[config.mk]
export PLATFORM = sky130hd
export DESIGN_NAME = pgs_supervisor
export DESIGN_NICKNAME = d
export VERILOG_FILES = /design/src/hdl/pgs_pkg.sv /design/src/hdl/pgs_supervisor.sv /design/src/hdl/pgs_counter.sv
export VERILOG_INCLUDE_DIRS = /design/src /design/src/hdl
export SDC_FILE = /design/constraint.sdc
export NUM_CORES = 1
export LEC_CHECK = 0
export BUFFER_PORTS_ARGS = -buffer_cell sky130_fd_sc_hd__buf_2
export CORE_UTILIZATION = 60
export DETAILED_ROUTE_END_ITERATION = 7
export GPL_ROUTABILITY_DRIVEN = 0
export PLACE_DENSITY = 0.83
export SLEW_MARGIN = 20
export SYNTH_ARGS = -nofsm -noshare
export SYNTH_HDL_FRONTEND = slang
export SYNTH_SLANG_ARGS = --single-unit
[constraint.sdc]
create_clock -name SYS_CLK -period 7.5 [get_ports SYS_CLK]
set_input_delay 0 -clock SYS_CLK [delete_from_list [all_inputs] [get_ports SYS_CLK]]
set_output_delay 0 -clock SYS_CLK [all_outputs]
set_load 0.01 [all_outputs]
[src/hdl/pgs_defines.svh]
`ifndef PGS_DEFINES_SVH
`define PGS_DEFINES_SVH

// ----------------------------------------
// timing
// ----------------------------------------
`define PGS_CLK_PERIOD_NS 10
`define PGS_ON_RESET_NS 10000
`define PGS_ON_RESET_CYCLES ((`PGS_ON_RESET_NS + `PGS_CLK_PERIOD_NS - 1) / `PGS_CLK_PERIOD_NS)
`define PGS_BREAKER_CLR_NS 120000
`define PGS_BREAKER_CLR_CYCLES \
  ((`PGS_BREAKER_CLR_NS + `PGS_CLK_PERIOD_NS - 1) / `PGS_CLK_PERIOD_NS)
`define PGS_FILTER_OFFSET_NS 5000
`define PGS_FILTER_OFFSET_CYCLES \
  ((`PGS_FILTER_OFFSET_NS + `PGS_CLK_PERIOD_NS - 1) / `PGS_CLK_PERIOD_NS)

// ----------------------------------------
// counts and widths
// ----------------------------------------
`define PGS_CNT_W 24
`define PGS_OSC_CYCLES 14
`define PGS_HALF_RAMPS (2 * `PGS_OSC_CYCLES)
`define PGS_HALF_W 5

`endif

[src/hdl/pgs_pkg.sv]
`include "pgs_defines.svh"

package pgs_pkg;

  typedef enum logic [2:0] {
    ST_IDLE,
    ST_CYCLE1,
    ST_GAP,
    ST_CYCLE2,
    ST_HOLD,
    ST_TIMEOUT,
    ST_FILTER,
    ST_OFF
  } pgs_state_t;

  typedef struct packed {
    logic [`PGS_CNT_W-1:0] cycle_load;
    logic [`PGS_CNT_W-1:0] ramp_first_load;
    logic [`PGS_CNT_W-1:0] ramp_half_load;
    logic [`PGS_CNT_W-1:0] filter_load;
    logic filter_grounded;
  } pgs_cfg_t;

  typedef struct packed {
    logic gate_on;
    logic breaker_latch;
    logic timeout_run;
    logic filter_run;
  } pgs_status_t;

endpackage

[src/hdl/pgs_supervisor.sv]
`timescale 1ns/10ps
`include "pgs_defines.svh"

module pgs_supervisor #(
  parameter int ON_RESET_CYC = `PGS_ON_RESET_CYCLES,
  parameter int BREAKER_CLR_CYC = `PGS_BREAKER_CLR_CYCLES
) (
  input wire logic SYS_CLK,
  input wire logic RST,
  input wire logic ON,
  input wire logic FAULT_I,
  input wire logic POWER_GOOD_IN,
  input wire pgs_pkg::pgs_cfg_t CFG,
  output logic FAULT_O,
  output logic FAULT_OE,
  output pgs_pkg::pgs_status_t STATUS,
  output logic PG_SAMPLE,
  output logic CYCLE_END
);
  import pgs_pkg::*;

  localparam int CW = `PGS_CNT_W;
  localparam logic [CW-1:0] ON_RST_LIM = CW'(ON_RESET_CYC);
  localparam logic [CW-1:0] BRK_CLR_LIM = CW'(BREAKER_CLR_CYC);
  localparam logic [CW-1:0] FILT_OFFSET = CW'(`PGS_FILTER_OFFSET_CYCLES - 1);
  localparam logic [`PGS_HALF_W-1:0] LAST_HALF = `PGS_HALF_W'(`PGS_HALF_RAMPS - 1);

  function automatic logic is_powered(input pgs_state_t s);
    is_powered = (s == ST_CYCLE2) || (s == ST_TIMEOUT) || (s == ST_FILTER);
  endfunction

  // ----------------------------------------
  // pin synchronisers
  // ----------------------------------------
  logic [2:0] sync1_reg;
  logic [2:0] sync2_reg;
  logic on_hi;
  logic fault_hi;
  logic pg_hi;

  always_ff @(posedge SYS_CLK or posedge RST)
  begin
    if (RST)
    begin
      sync1_reg <= 3'h0;
      sync2_reg <= 3'h0;
    end
    else
    begin
      sync1_reg <= {ON, FAULT_I, POWER_GOOD_IN};
      sync2_reg <= sync1_reg;
    end
  end

  assign on_hi = sync2_reg[2];
  assign fault_hi = sync2_reg[1];
  assign pg_hi = sync2_reg[0];

  // ----------------------------------------
  // on-low timing
  // ----------------------------------------
  logic [CW-1:0] on_low_reg;
  logic logic_rst;
  logic breaker_clr;

  always_ff @(posedge SYS_CLK or posedge RST)
  begin
    if (RST)
    begin
      on_low_reg <= '0;
    end
    else if (on_hi)
    begin
      on_low_reg <= '0;
    end
    else if (on_low_reg < BRK_CLR_LIM)
    begin
      on_low_reg <= on_low_reg + 1'b1;
    end
  end

  assign logic_rst = !on_hi && (on_low_reg >= ON_RST_LIM);
  assign breaker_clr = !on_hi && (on_low_reg >= BRK_CLR_LIM);

  // ----------------------------------------
  // delay counters
  // ----------------------------------------
  pgs_state_t state_reg;
  pgs_state_t state_next;
  logic [`PGS_HALF_W-1:0] half_reg;
  logic cyc_run;
  logic cyc_done;
  logic [CW-1:0] cyc_cnt;
  logic ramp_run;
  logic ramp_done;
  logic [CW-1:0] ramp_cnt;
  logic [CW-1:0] ramp_lim;
  logic filt_run;
  logic filt_done;
  logic [CW-1:0] filt_cnt;
  logic [CW-1:0] filt_lim;
  logic timeout_end;

  assign cyc_run = (state_reg == ST_CYCLE1) || (state_reg == ST_CYCLE2);

  // one counter per capacitor; load L gives L+1 clocks
  pgs_counter #(.W(CW)) u_cycle (
    .clk(SYS_CLK),
    .rst(RST),
    .run(cyc_run),
    .limit(CFG.cycle_load),
    .count(cyc_cnt),
    .done(cyc_done)
  );

  // stopped on the reset edge too, so the ramp never leaves a stale count behind
  assign ramp_run = (state_reg == ST_TIMEOUT) && fault_hi && !logic_rst;
  // first ramp climbs from ground, so it has its own load
  assign ramp_lim = (half_reg == '0) ? CFG.ramp_first_load : CFG.ramp_half_load;

  pgs_counter #(.W(CW)) u_ramp (
    .clk(SYS_CLK),
    .rst(RST),
    .run(ramp_run),
    .limit(ramp_lim),
    .count(ramp_cnt),
    .done(ramp_done)
  );

  always_ff @(posedge SYS_CLK or posedge RST)
  begin
    if (RST)
    begin
      half_reg <= '0;
    end
    else if (!ramp_run || timeout_end)
    begin
      half_reg <= '0;
    end
    else if (ramp_done)
    begin
      half_reg <= half_reg + 1'b1;
    end
  end

  assign timeout_end = ramp_done && (half_reg == LAST_HALF);

  // grounded node never charges: filter can never trip
  assign filt_run = (state_reg == ST_FILTER) && fault_hi && !pg_hi
    && !CFG.filter_grounded;
  assign filt_lim = CFG.filter_load + FILT_OFFSET;

  pgs_counter #(.W(CW)) u_filter (
    .clk(SYS_CLK),
    .rst(RST),
    .run(filt_run),
    .limit(filt_lim),
    .count(filt_cnt),
    .done(filt_done)
  );

  // ----------------------------------------
  // trip sources and breaker latch
  // ----------------------------------------
  logic pg_trip;
  logic ext_trip;
  logic breaker_reg;
  logic breaker_next;

  assign pg_trip = (timeout_end && !pg_hi) || filt_done;
  assign ext_trip = is_powered(state_reg) && !fault_hi;
  // set beats clear when both land together
  assign breaker_next = (pg_trip || ext_trip) ? 1'b1 : (breaker_clr ? 1'b0 : breaker_reg);

  always_ff @(posedge SYS_CLK or posedge RST)
  begin
    if (RST)
    begin
      breaker_reg <= 1'b0;
    end
    else
    begin
      breaker_reg <= breaker_next;
    end
  end

  // ----------------------------------------
  // sequence
  // ----------------------------------------
  always_comb
  begin
    state_next = state_reg;
    if (logic_rst)
    begin
      state_next = ST_IDLE;
    end
    else if (pg_trip || ext_trip)
    begin
      state_next = ST_OFF;
    end
    else
    begin
      unique case (state_reg)
        ST_IDLE: if (on_hi && !breaker_reg) state_next = ST_CYCLE1;
        ST_CYCLE1: if (cyc_done) state_next = ST_GAP;
        ST_GAP: if (fault_hi) state_next = ST_CYCLE2;
        ST_CYCLE2: if (cyc_done) state_next = fault_hi ? ST_TIMEOUT : ST_HOLD;
        ST_HOLD: state_next = ST_HOLD;
        ST_TIMEOUT: if (timeout_end) state_next = ST_FILTER;
        ST_FILTER: state_next = ST_FILTER;
        ST_OFF: state_next = ST_OFF;
      endcase
    end
  end

  always_ff @(posedge SYS_CLK or posedge RST)
  begin
    if (RST)
    begin
      state_reg <= ST_IDLE;
    end
    else
    begin
      state_reg <= state_next;
    end
  end

  // ----------------------------------------
  // outputs
  // ----------------------------------------
  pgs_status_t status_reg;
  logic fault_oe_reg;
  logic pg_sample_reg;
  logic cycle_end_reg;

  always_ff @(posedge SYS_CLK or posedge RST)
  begin
    if (RST)
    begin
      status_reg <= '0;
      fault_oe_reg <= 1'b0;
      pg_sample_reg <= 1'b0;
      cycle_end_reg <= 1'b0;
    end
    else
    begin
      // built from next values so the gate drops on the trip edge
      status_reg.gate_on <= is_powered(state_next) && !breaker_next;
      status_reg.breaker_latch <= breaker_next;
      status_reg.timeout_run <= (state_next == ST_TIMEOUT);
      status_reg.filter_run <= (state_next == ST_FILTER);
      fault_oe_reg <= breaker_next;
      pg_sample_reg <= timeout_end;
      cycle_end_reg <= cyc_done;
    end
  end

  assign STATUS = status_reg;
  assign FAULT_OE = fault_oe_reg;
  assign FAULT_O = 1'b0;
  assign PG_SAMPLE = pg_sample_reg;
  assign CYCLE_END = cycle_end_reg;
endmodule

[src/hdl/pgs_counter.sv]
`timescale 1ns/10ps

module pgs_counter #(
  parameter int W = 24
) (
  input wire logic clk,
  input wire logic rst,
  input wire logic run,
  input wire logic [W-1:0] limit,
  output logic [W-1:0] count,
  output logic done
);

  logic [W-1:0] count_reg;

  // ----------------------------------------
  // terminal detect
  // ----------------------------------------
  assign done = run && (count_reg == limit);
  assign count = count_reg;

  // ----------------------------------------
  // count, held at zero when idle
  // ----------------------------------------
  always_ff @(posedge clk or posedge rst)
  begin
    if (rst)
    begin
      count_reg <= '0;
    end
    else if (!run || done)
    begin
      count_reg <= '0;
    end
    else
    begin
      count_reg <= count_reg + 1'b1;
    end
  end

endmodule

After elaboration in Yosys (flattened, before gate mapping). Cells that the tools add are included. Widths: inputs -> output; s select.

Flip-flop bits (word level): 116. Output and inout bits: 8.

Add/subtract/negate cells: 6. Order comparisons: 3. Equal/unequal tests: 14. Mux-type cells: 19. Reduce and logical (&&, ||, !) cells: 40.

Operator list (number): $mux 24 (6); $add 24x1->24 const B (4); $eq 24x24->1 (3); $add 24x9->24 const B (1); $ge 24x10->1 const B (1); $ge 24x14->1 const B (1); $lt 24x14->1 const B (1); $pmux 3 s8 (1); $mux 3 (7); $eq 3x3->1 const B (6); $logic_and 1x1->1 (15); $logic_or 1x1->1 (11); $logic_not 1->1 (10); $mux 5 (2); $eq 3x2->1 const B (3); $add 5x1->5 const B (1); $eq 5x5->1 const B (1); $logic_not 5->1 (1); $reduce_bool 2->1 (2); $eq 3x1->1 const B (1); $logic_not 3->1 (1); $mux 1 (3).

Logic depth before layout (Yosys ltp). Gate-level depths: netlist of the first run.

Depth in word-level cells: 15. Mapped depth: 13.

Cells and area by module. Synthesis of the first run repeated with hierarchy kept, for this count alone.

Cells, all modules: 790. Area, all modules: 7782.5 µm².

Modules (own cells, without submodules): pgs_counter (u_cycle ...) (times used 2, cells each 161, area each 1607.8 µm²); pgs_supervisor (times used 1, cells each 307, area each 2951.6 µm²); pgs_counter (u_ramp) (times used 1, cells each 161, area each 1615.3 µm²).

Worst setup path before layout of the first run. Ideal clock, no wire load.

Path kind: reg-to-reg. From: register half_reg[0]. To: register half_reg[3]. Library setup time: 0.127 ns. Data arrival time: 2.748 ns. Setup slack: 4.626 ns. Stages on the path, launching flop included: 14. Buffers on the path: 3. Cells stage by stage: dfrtp_1 > inv_1 > ha_1 > nor4b_1 > buf_4 > buf_2 > mux2i_1 > o22ai_1 > nor4_1 > nand4_1 > buf_4 > a2111oi_4 > xnor2_1 > nor3_2.

Word-level cells in the longest chain between the ends: 7. Elaborated cells on any way between the ends: 11. Those cells by class: 1 x add/sub; 2 x eq/ne; 3 x mux; 5 x reduce/logical.

Ends and longest elaborated chain: start, declared (RTL line pgs_supervisor.sv:90) `` logic [`PGS_HALF_W-1:0] half_reg; ``; start signal, assigned (RTL line pgs_supervisor.sv:142) `half_reg <= half_reg + 1'b1;`; $logic_not 5->1 (RTL line pgs_supervisor.sv:119) `assign ramp_lim = (half_reg == '0) ? CFG.ramp_first_load : CFG.ramp_half_load;`; $mux 24 (RTL line pgs_supervisor.sv:119); $eq 24x24->1 (RTL line pgs_counter.sv:19) `assign done = run && (count_reg == limit);`; $logic_and 1x1->1 (RTL line pgs_counter.sv:19); $logic_and 1x1->1 (RTL line pgs_supervisor.sv:146) `assign timeout_end = ramp_done && (half_reg == LAST_HALF);`; $logic_or 1x1->1 (RTL line pgs_supervisor.sv:136) `else if (!ramp_run || timeout_end)`; $mux 5 / $reduce_bool 2->1 (equally long branches).

Several ways; a longest one is shown, not always the timed one. The select of a mux whose other input is x is not followed. A chain may end at the register's enable or synchronous reset.

Worst setup path after layout of the first run.
From: register half_reg[0]. To: register half_reg[1].

Same word-level chain as after synthesis.

==> results of run 1 <==
-- kinds of logic after synthesis --
family / Yosys count / synth area share, %
other: 1 / 0.0510
AOI/OAI and AO/OA: 85 / 9.12
and+or+nand+nor: 371 / 26.0
xor gates and xnor gates: 146 / 17.4
adders and majority gates: 8 / 1.36
buffers and inverters: 76 / 4.81
DFF: 116 / 39.5
muxes: 13 / 1.80
-- worst max-delay path by stage --
stage / startpoint / to
2_1_floorplan: RST / CYCLE_END$_DFF_PP0_
3_3_place_gp: half_reg[0]$_DFFE_PP0P_ / half_reg[1]$_DFFE_PP0P_
3_5_place_dp: half_reg[0]$_DFFE_PP0P_ / half_reg[1]$_DFFE_PP0P_
4_1_cts: half_reg[0]$_DFFE_PP0P_ / half_reg[1]$_DFFE_PP0P_
5_1_grt: half_reg[0]$_DFFE_PP0P_ / half_reg[1]$_DFFE_PP0P_
6_report: half_reg[0]$_DFFE_PP0P_ / half_reg[1]$_DFFE_PP0P_
-- report_power, final --
part | switching [mW] | internal (mW)
registers | 0.00478 | 0.629
clock network | 0.305 | 0.568
logic | 0.0581 | 0.0471
total | 0.367 | 1.24
-- synthesized netlist by cell type, types with 2 or more instances --
cell / count / area, sq um
a2111oi_0: 6 / 52.6
a211oi_1: 2 / 15.0
a21boi_0: 2 / 15.0
a21oi_1: 13 / 65.1
a222oi_1: 3 / 30.0
a311oi_1: 3 / 26.3
a31oi_1: 5 / 31.3
and2_1: 2 / 12.5
and3_1: 21 / 131
and4_1: 7 / 61.3
buf_2: 3 / 15.0
buf_4: 4 / 30.0
buf_6: 3 / 33.8
clkbuf_1: 23 / 86.3
dfrtp_1: 116 / 2900
ha_1: 8 / 100
inv_1: 40 / 150
mux2_2: 2 / 22.5
mux2i_1: 11 / 110
nand2_1: 52 / 195
nand2b_1: 4 / 25.0
nand3_1: 46 / 230
nand3b_1: 2 / 15.0
nand4_1: 27 / 169
nor2_1: 104 / 390
nor2b_1: 32 / 200
nor3_1: 31 / 155
nor3_2: 5 / 50.1
nor3b_1: 3 / 22.5
nor4_1: 13 / 81.3
nor4b_1: 4 / 35.0
o211ai_1: 4 / 30.0
o21ai_0: 14 / 70.1
o22ai_1: 10 / 62.6
o311a_1: 2 / 20.0
o31ai_1: 3 / 22.5
or2_2: 3 / 18.8
or3_1: 7 / 43.8
or4_1: 2 / 15.0
xnor2_1: 86 / 753
xor2_1: 60 / 526
-- final cells by class --
type	count	area [sq um]	area share (%)
clock buffer	18	439	5.12
clock inverter	14	198	2.30
inverter	40	153	1.78
multi-input combinational	624	4110	47.9
sequential	116	2900	33.8
tap	147	184	2.14
timing repair buffer	114	596	6.94
-- stage by stage --
step / setup slack, ps / std cells / utilization [%] / power, mW / hold slack [ps]
finish: 3950 / 1073 / 71.7 / 1.61 / 161
global route: 3550 / 1073 / 71.7 / 1.66 / 162
CTS: 3950 / 1073 / 71.7 / 1.62 / 134
detailed placement: 3960 / 1037 / 66.0 / 0.748 / 103
global placement: 4120 / 1037 / 66.0 / 0.747 / 97.8
floorplan: 4430 / 816 / - / 0.700 / 31.4
-- timing repair --
| action | CTS | global route |
|---|---|---|
| setup endpoints to repair | 0 | 0 |
| hold endpoints to repair | 49 | 0 |
| hold buffers | 4 | 0 |
-- routing by layer --
layer	vias to the layer above	GRT usage, %	share of wire [%]
met2	235	44.5	48
met1	2967	37.2	44
li1	3031	-	-
met5	-	0	0
met3	52	6.32	6.1
met4	0	10.1	2.3
-- tightest hold or removal path, stage by stage --
cell and delay, ps:
buf_2 90, xnor2_1 60, nand4_1 110, a221oi_2 70, and4_1 190
==> results.json, run 1 <==
{
  "power_density_nw_per_um2": 188,
  "dpl-instance-area_sq_um": 7900,
  "htree_levels": 4,
  "final-hold-violation-count": 0,
  "clockBufferDepth": 2,
  "grt_start_max_net_pins": 71,
  "port_buffers": 108,
  "vias": 6285,
  "drt_first_iter_violations": 662,
  "chipWidth_um": 113,
  "clk_pin_slew_worst_paths_ps": 60,
  "synth-edff-count": 0,
  "violations": "DRC",
  "cap_violations": 0,
  "crit_required_ps": 7760,
  "slew_headroom_pct": 38.7,
  "rr_startpoint": "half_reg[0]$_DFFE_PP0P_",
  "min_path_cells": 5,
  "run_status": "finished, violations left",
  "async_reset_ff_share_pct": 100,
  "syn_inst": 816,
  "reg2reg_slack_ps": 3950,
  "fin_nets": 1023,
  "crit_top_cell": "o22ai_1",
  "die-area_sq_um": 12700,
  "coreArea_sq_um": 12000,
  "max_freq_mhz": 282,
  "clock-sinks": 116,
  "finClkSkew_ps": 12.7,
  "die_h_um": 113,
  "clockRootBuffer": "clkbuf_16",
  "path_class": "reg -> reg",
  "path_depth": 10,
  "holdPathEnd": "PG_SAMPLE$_DFF_PP0_",
  "cts_resized": 0,
  "grt_pass1_vias": 6154,
  "path_cells": "inv_1 -> ha_1 -> nor4b_2 -> buf_4 -> mux2i_1 -> o22ai_1 -> nor4_1 -> nand4_1 -> nand2_1 -> o22ai_1",
  "synthDistinctLibCells": 69,
  "vdd_drop_max_v": 0.000219,
  "synth_area_sq_um": 7360,
  "endpoint_kind": "register",
  "finalCritPeriodShare_pct": 47.3,
  "hold_path.class": "in -> reg",
  "slew_viol_final": 0,
  "rsz0062_at_grt": "false",
  "cts_tree": "yes",
  "routed_wirelength_um": 16800,
  "num_rows": 40,
  "postCtsSetupBuffers": 0,
  "fillers": 896,
  "grt_use_total_pct": 27.8,
  "worst-path-max-fanout": 24,
  "r2r-end": "half_reg[1]$_DFFE_PP0P_",
  "cpLargestDelayFamily": "simple AND/OR/NAND/NOR gates",
  "antenna_left": 0,
  "tns_ps": 0,
  "pin_count": 110,
  "vias_per_cell": 5.86,
  "synth_nets": 926,
  "mostFrequentLayoutCells": "dfrtp_1 (116), buf_2 (108), nor2_1 (104)",
  "clk_latency_ps": 410,
  "setup_viol": 0,
  "rr_worst_depth": 10,
  "wire_per_inst_um": 15.7,
  "synthFlopType": "dfrtp_1",
  "drc": 13,
  "worst-path-buf-inv": 2,
  "slowest_delay_ps": 790,
  "drt-pass1-iter-count": 8,
  "design_area_sq_um": 8580,
  "n_antenna_cell": 0,
  "startpoint_type": "register",
  "dpl.hpwl_um": 12000,
  "cp_slowest_cell": "nand2_1",
  "start_util_pct": 61.5,
  "p_leak_nw": 3.65,
  "worstHoldStart": "CFG[36]",
  "final_layout_size_suffix_gt1_share_pct": 17.7,
  "grt_pass1_wl_um": 28200,
  "period_needed_ps": 3550,
  "max_slew.worst_pin.slew_ps": 919,
  "yosysSeqAreaShare_pct": 39.5,
  "synth_area_per_cell_sq_um": 9.01,
  "synth_warnings": 0,
  "yosys_register_bits": 116,
  "antenna_found_initial": 0,
  "syn_to_final_growth_pct": 16.6,
  "critical_path_arrival_ps": 3810,
  "final_common_cell": "dfrtp_1",
  "numCtsBuffers": 17,
  "grt_overflow_total": 0
}
No activity file was read; power rests on OpenSTA's default activity.
==> run 2, diff against run 1 <==
--- a/config.mk
+++ b/config.mk
@@ -7,10 +7,10 @@
 export NUM_CORES = 1
 export LEC_CHECK = 0
 export BUFFER_PORTS_ARGS = -buffer_cell sky130_fd_sc_hd__buf_2
-export CORE_UTILIZATION = 60
+export CORE_UTILIZATION = 58
 export DETAILED_ROUTE_END_ITERATION = 7
 export GPL_ROUTABILITY_DRIVEN = 0
-export PLACE_DENSITY = 0.83
+export PLACE_DENSITY = 0.81
 export SLEW_MARGIN = 20
 export SYNTH_ARGS = -nofsm -noshare
 export SYNTH_HDL_FRONTEND = slang
==> constraint.sdc (replaced) <==
create_clock -name SYS_CLK -period 3.5 [get_ports SYS_CLK]
set_input_delay 0 -clock SYS_CLK [delete_from_list [all_inputs] [get_ports SYS_CLK]]
set_output_delay 0 -clock SYS_CLK [all_outputs]
set_load 0.01 [all_outputs]
==> results.json, run 2 (synthesis results as in run 1) <==
{
  "run_status": "finished, final reports clean",
  "antenna_left": 0,
  "setup_viol": 0,
  "cts_resized": 0,
  "clock-sinks": 116,
  "design_area_sq_um": 8620,
  "place_inst": 1066,
  "coreArea_sq_um": 12200,
  "path_class": "reg -> reg",
  "p_switching_mw": 0.780,
  "fin_cells": 1102,
  "final-hold-violation-count": 0,
  "crit_required_ps": 3800,
  "pwr-share-clk_pct": 52.1,
  "wire_per_inst_um": 15.4,
  "slew_headroom_pct": 48.5,
  "chipWidth_um": 115,
  "port_buffers": 108,
  "p_int_mw": 2.52,
  "rr_startpoint": "half_reg[0]$_DFFE_PP0P_",
  "num_rows": 40,
  "power_density_nw_per_um2": 383,
  "grt_use_total_pct": 27.7,
  "final_common_cell": "dfrtp_1",
  "power_frac_seq_pct": 41.0,
  "grt_pass1_vias": 6018,
  "tns_ps": 0,
  "endpoint_kind": "register",
  "rsz0062_at_grt": "false",
  "vdd_drop_max_v": 0.000362,
  "max_freq_mhz": 310,
  "finalCritPeriodShare_pct": 92.2,
  "holdPathEnd": "PG_SAMPLE$_DFF_PP0_",
  "min_path_cells": 5,
  "slew_viol_final": 0,
  "cp_slowest_cell": "nor4_1",
  "drt-pass1-iter-count": 5,
  "reg2reg_slack_ps": 270,
  "netSwitchingFraction_pct": 23.6,
  "pwr-share-comb_pct": 6.9,
  "crit_top_cell": "buf_4",
  "die_h_um": 115,
  "n_antenna_cell": 0,
  "vias_per_cell": 5.71,
  "startpoint_type": "register",
  "finClkSkew_ps": 6.89,
  "clockBufferDepth": 2,
  "routed_wirelength_um": 17000,
  "numCtsBuffers": 17,
  "max_slew.worst_pin.slew_ps": 767,
  "cts_tree": "yes",
  "worstHoldStart": "CFG[43]",
  "die-area_sq_um": 13100,
  "cap_violations": 0,
  "dpl-instance-area_sq_um": 7990,
  "hold_path.class": "in -> reg",
  "dpl.hpwl_um": 12000,
  "htree_levels": 4,
  "vias": 6291,
  "antenna_found_initial": 0,
  "r2r-end": "half_reg[3]$_DFFE_PP0P_",
  "syn_to_final_growth_pct": 17.2,
  "clockRootBuffer": "clkbuf_16",
  "fin_nets": 1031,
  "pin_count": 110,
  "total_power_mw": 3.30,
  "slowest_delay_ps": 460,
  "period_needed_ps": 3230,
  "critical_path_arrival_ps": 3530,
  "clk_latency_ps": 410,
  "drc": 0,
  "start_util_pct": 60.5,
  "clk_pin_slew_worst_paths_ps": 60,
  "path_cells": "inv_1 -> ha_1 -> nor4b_2 -> buf_4 -> mux2i_1 -> o22ai_1 -> nor4_1 -> nand4_1 -> buf_4 -> a2111oi_4 -> xnor2_1 -> nor3_2",
  "mostFrequentLayoutCells": "dfrtp_1 (116), buf_2 (108), nor2_1 (104)",
  "p_leak_nw": 3.66,
  "final_util_pct": 70.9,
  "worst-path-max-fanout": 18,
  "grt_overflow_total": 0,
  "grt_pass1_wl_um": 28500,
  "final_layout_size_suffix_gt1_share_pct": 18.4,
  "rr_worst_depth": 12,
  "drt_first_iter_violations": 598,
  "grt_start_max_net_pins": 87
}
==> run 2: cell types whose count changed in the layout (fill, tap and decap cells not counted) <==
cell	previous run	this run
bufinv_16	4	2
clkinvlp_4	2	3
buf_4	2	10
clkinv_4	2	4
inv_4	1	0
==> run 2: repair_timing <==
action | 4_1_cts | 5_1_grt
setup buffers | 0 | 0
hold buffers | 4 | 0
hold endpoints to repair | 88 | 0
==> run 2: worst max-delay path: cells and delay by family (launching register included) <==
family	cells	cell delay [ps]
AO/OA/AOI/OAI	2	470
XOR/XNOR	1	170
flip-flops	1	410
multiplexers	1	210
AND/OR/NAND/NOR	4	970
adder cells (fa/ha/maj)	1	180
buffers and inverters	3	680
==> run 2: metrics by stage <==
step | setup WS, ps | hold slack, ps
final | 273 | 151
after global routing | 124 | 154
after CTS | 355 | 138
after detailed placement | 396 | 112
after global placement | 480 | 108
after floorplan | 428 | 31.4
==> run 2: per-layer routing <==
metal,vias up,GRT usage [%],part of all wire (%)
li1,3045,-,-
met5,-,0,0
met4,0,8.92,1.5
met3,29,4.76,6.5
met1,2975,38.3,45
met2,242,44.3,47
==> run 2: final cells by class <==
type                            instances  area, sq um
Inverter                               40          155
Multi-Input combinational cell        624         4110
Clock buffer                           18          439
Fill cell                             956         3540
Clock inverter                         14          154
Tap cell                              168          210
Sequential cell                       116         2900
Timing Repair Buffer                  122          656
==> run 2: worst max path at each step <==
stage	start	end	slack (ps)	cells after the start
2_1_floorplan	RST	CYCLE_END$_DFF_PP0_	430	1
3_3_place_gp	half_reg[0]$_DFFE_PP0P_	half_reg[3]$_DFFE_PP0P_	480	12
3_5_place_dp	half_reg[0]$_DFFE_PP0P_	half_reg[4]$_DFFE_PP0P_	400	11
4_1_cts	half_reg[0]$_DFFE_PP0P_	half_reg[3]$_DFFE_PP0P_	360	12
5_1_grt	half_reg[0]$_DFFE_PP0P_	half_reg[3]$_DFFE_PP0P_	120	12
6_report	half_reg[0]$_DFFE_PP0P_	half_reg[3]$_DFFE_PP0P_	270	12
==> run 2: power by group through the flow <==
| stage | Combinational, mW | Clock (mW) | Sequential [mW] |
|---|---|---|---|
| CTS | 0.230 | 1.74 | 1.35 |
| detailed placement | 0.225 | 0 | 1.38 |
| global route | 0.255 | 1.80 | 1.35 |
| global placement | 0.222 | 0 | 1.38 |
| floorplan | 0.124 | 0 | 1.38 |
| finish | 0.229 | 1.72 | 1.35 |
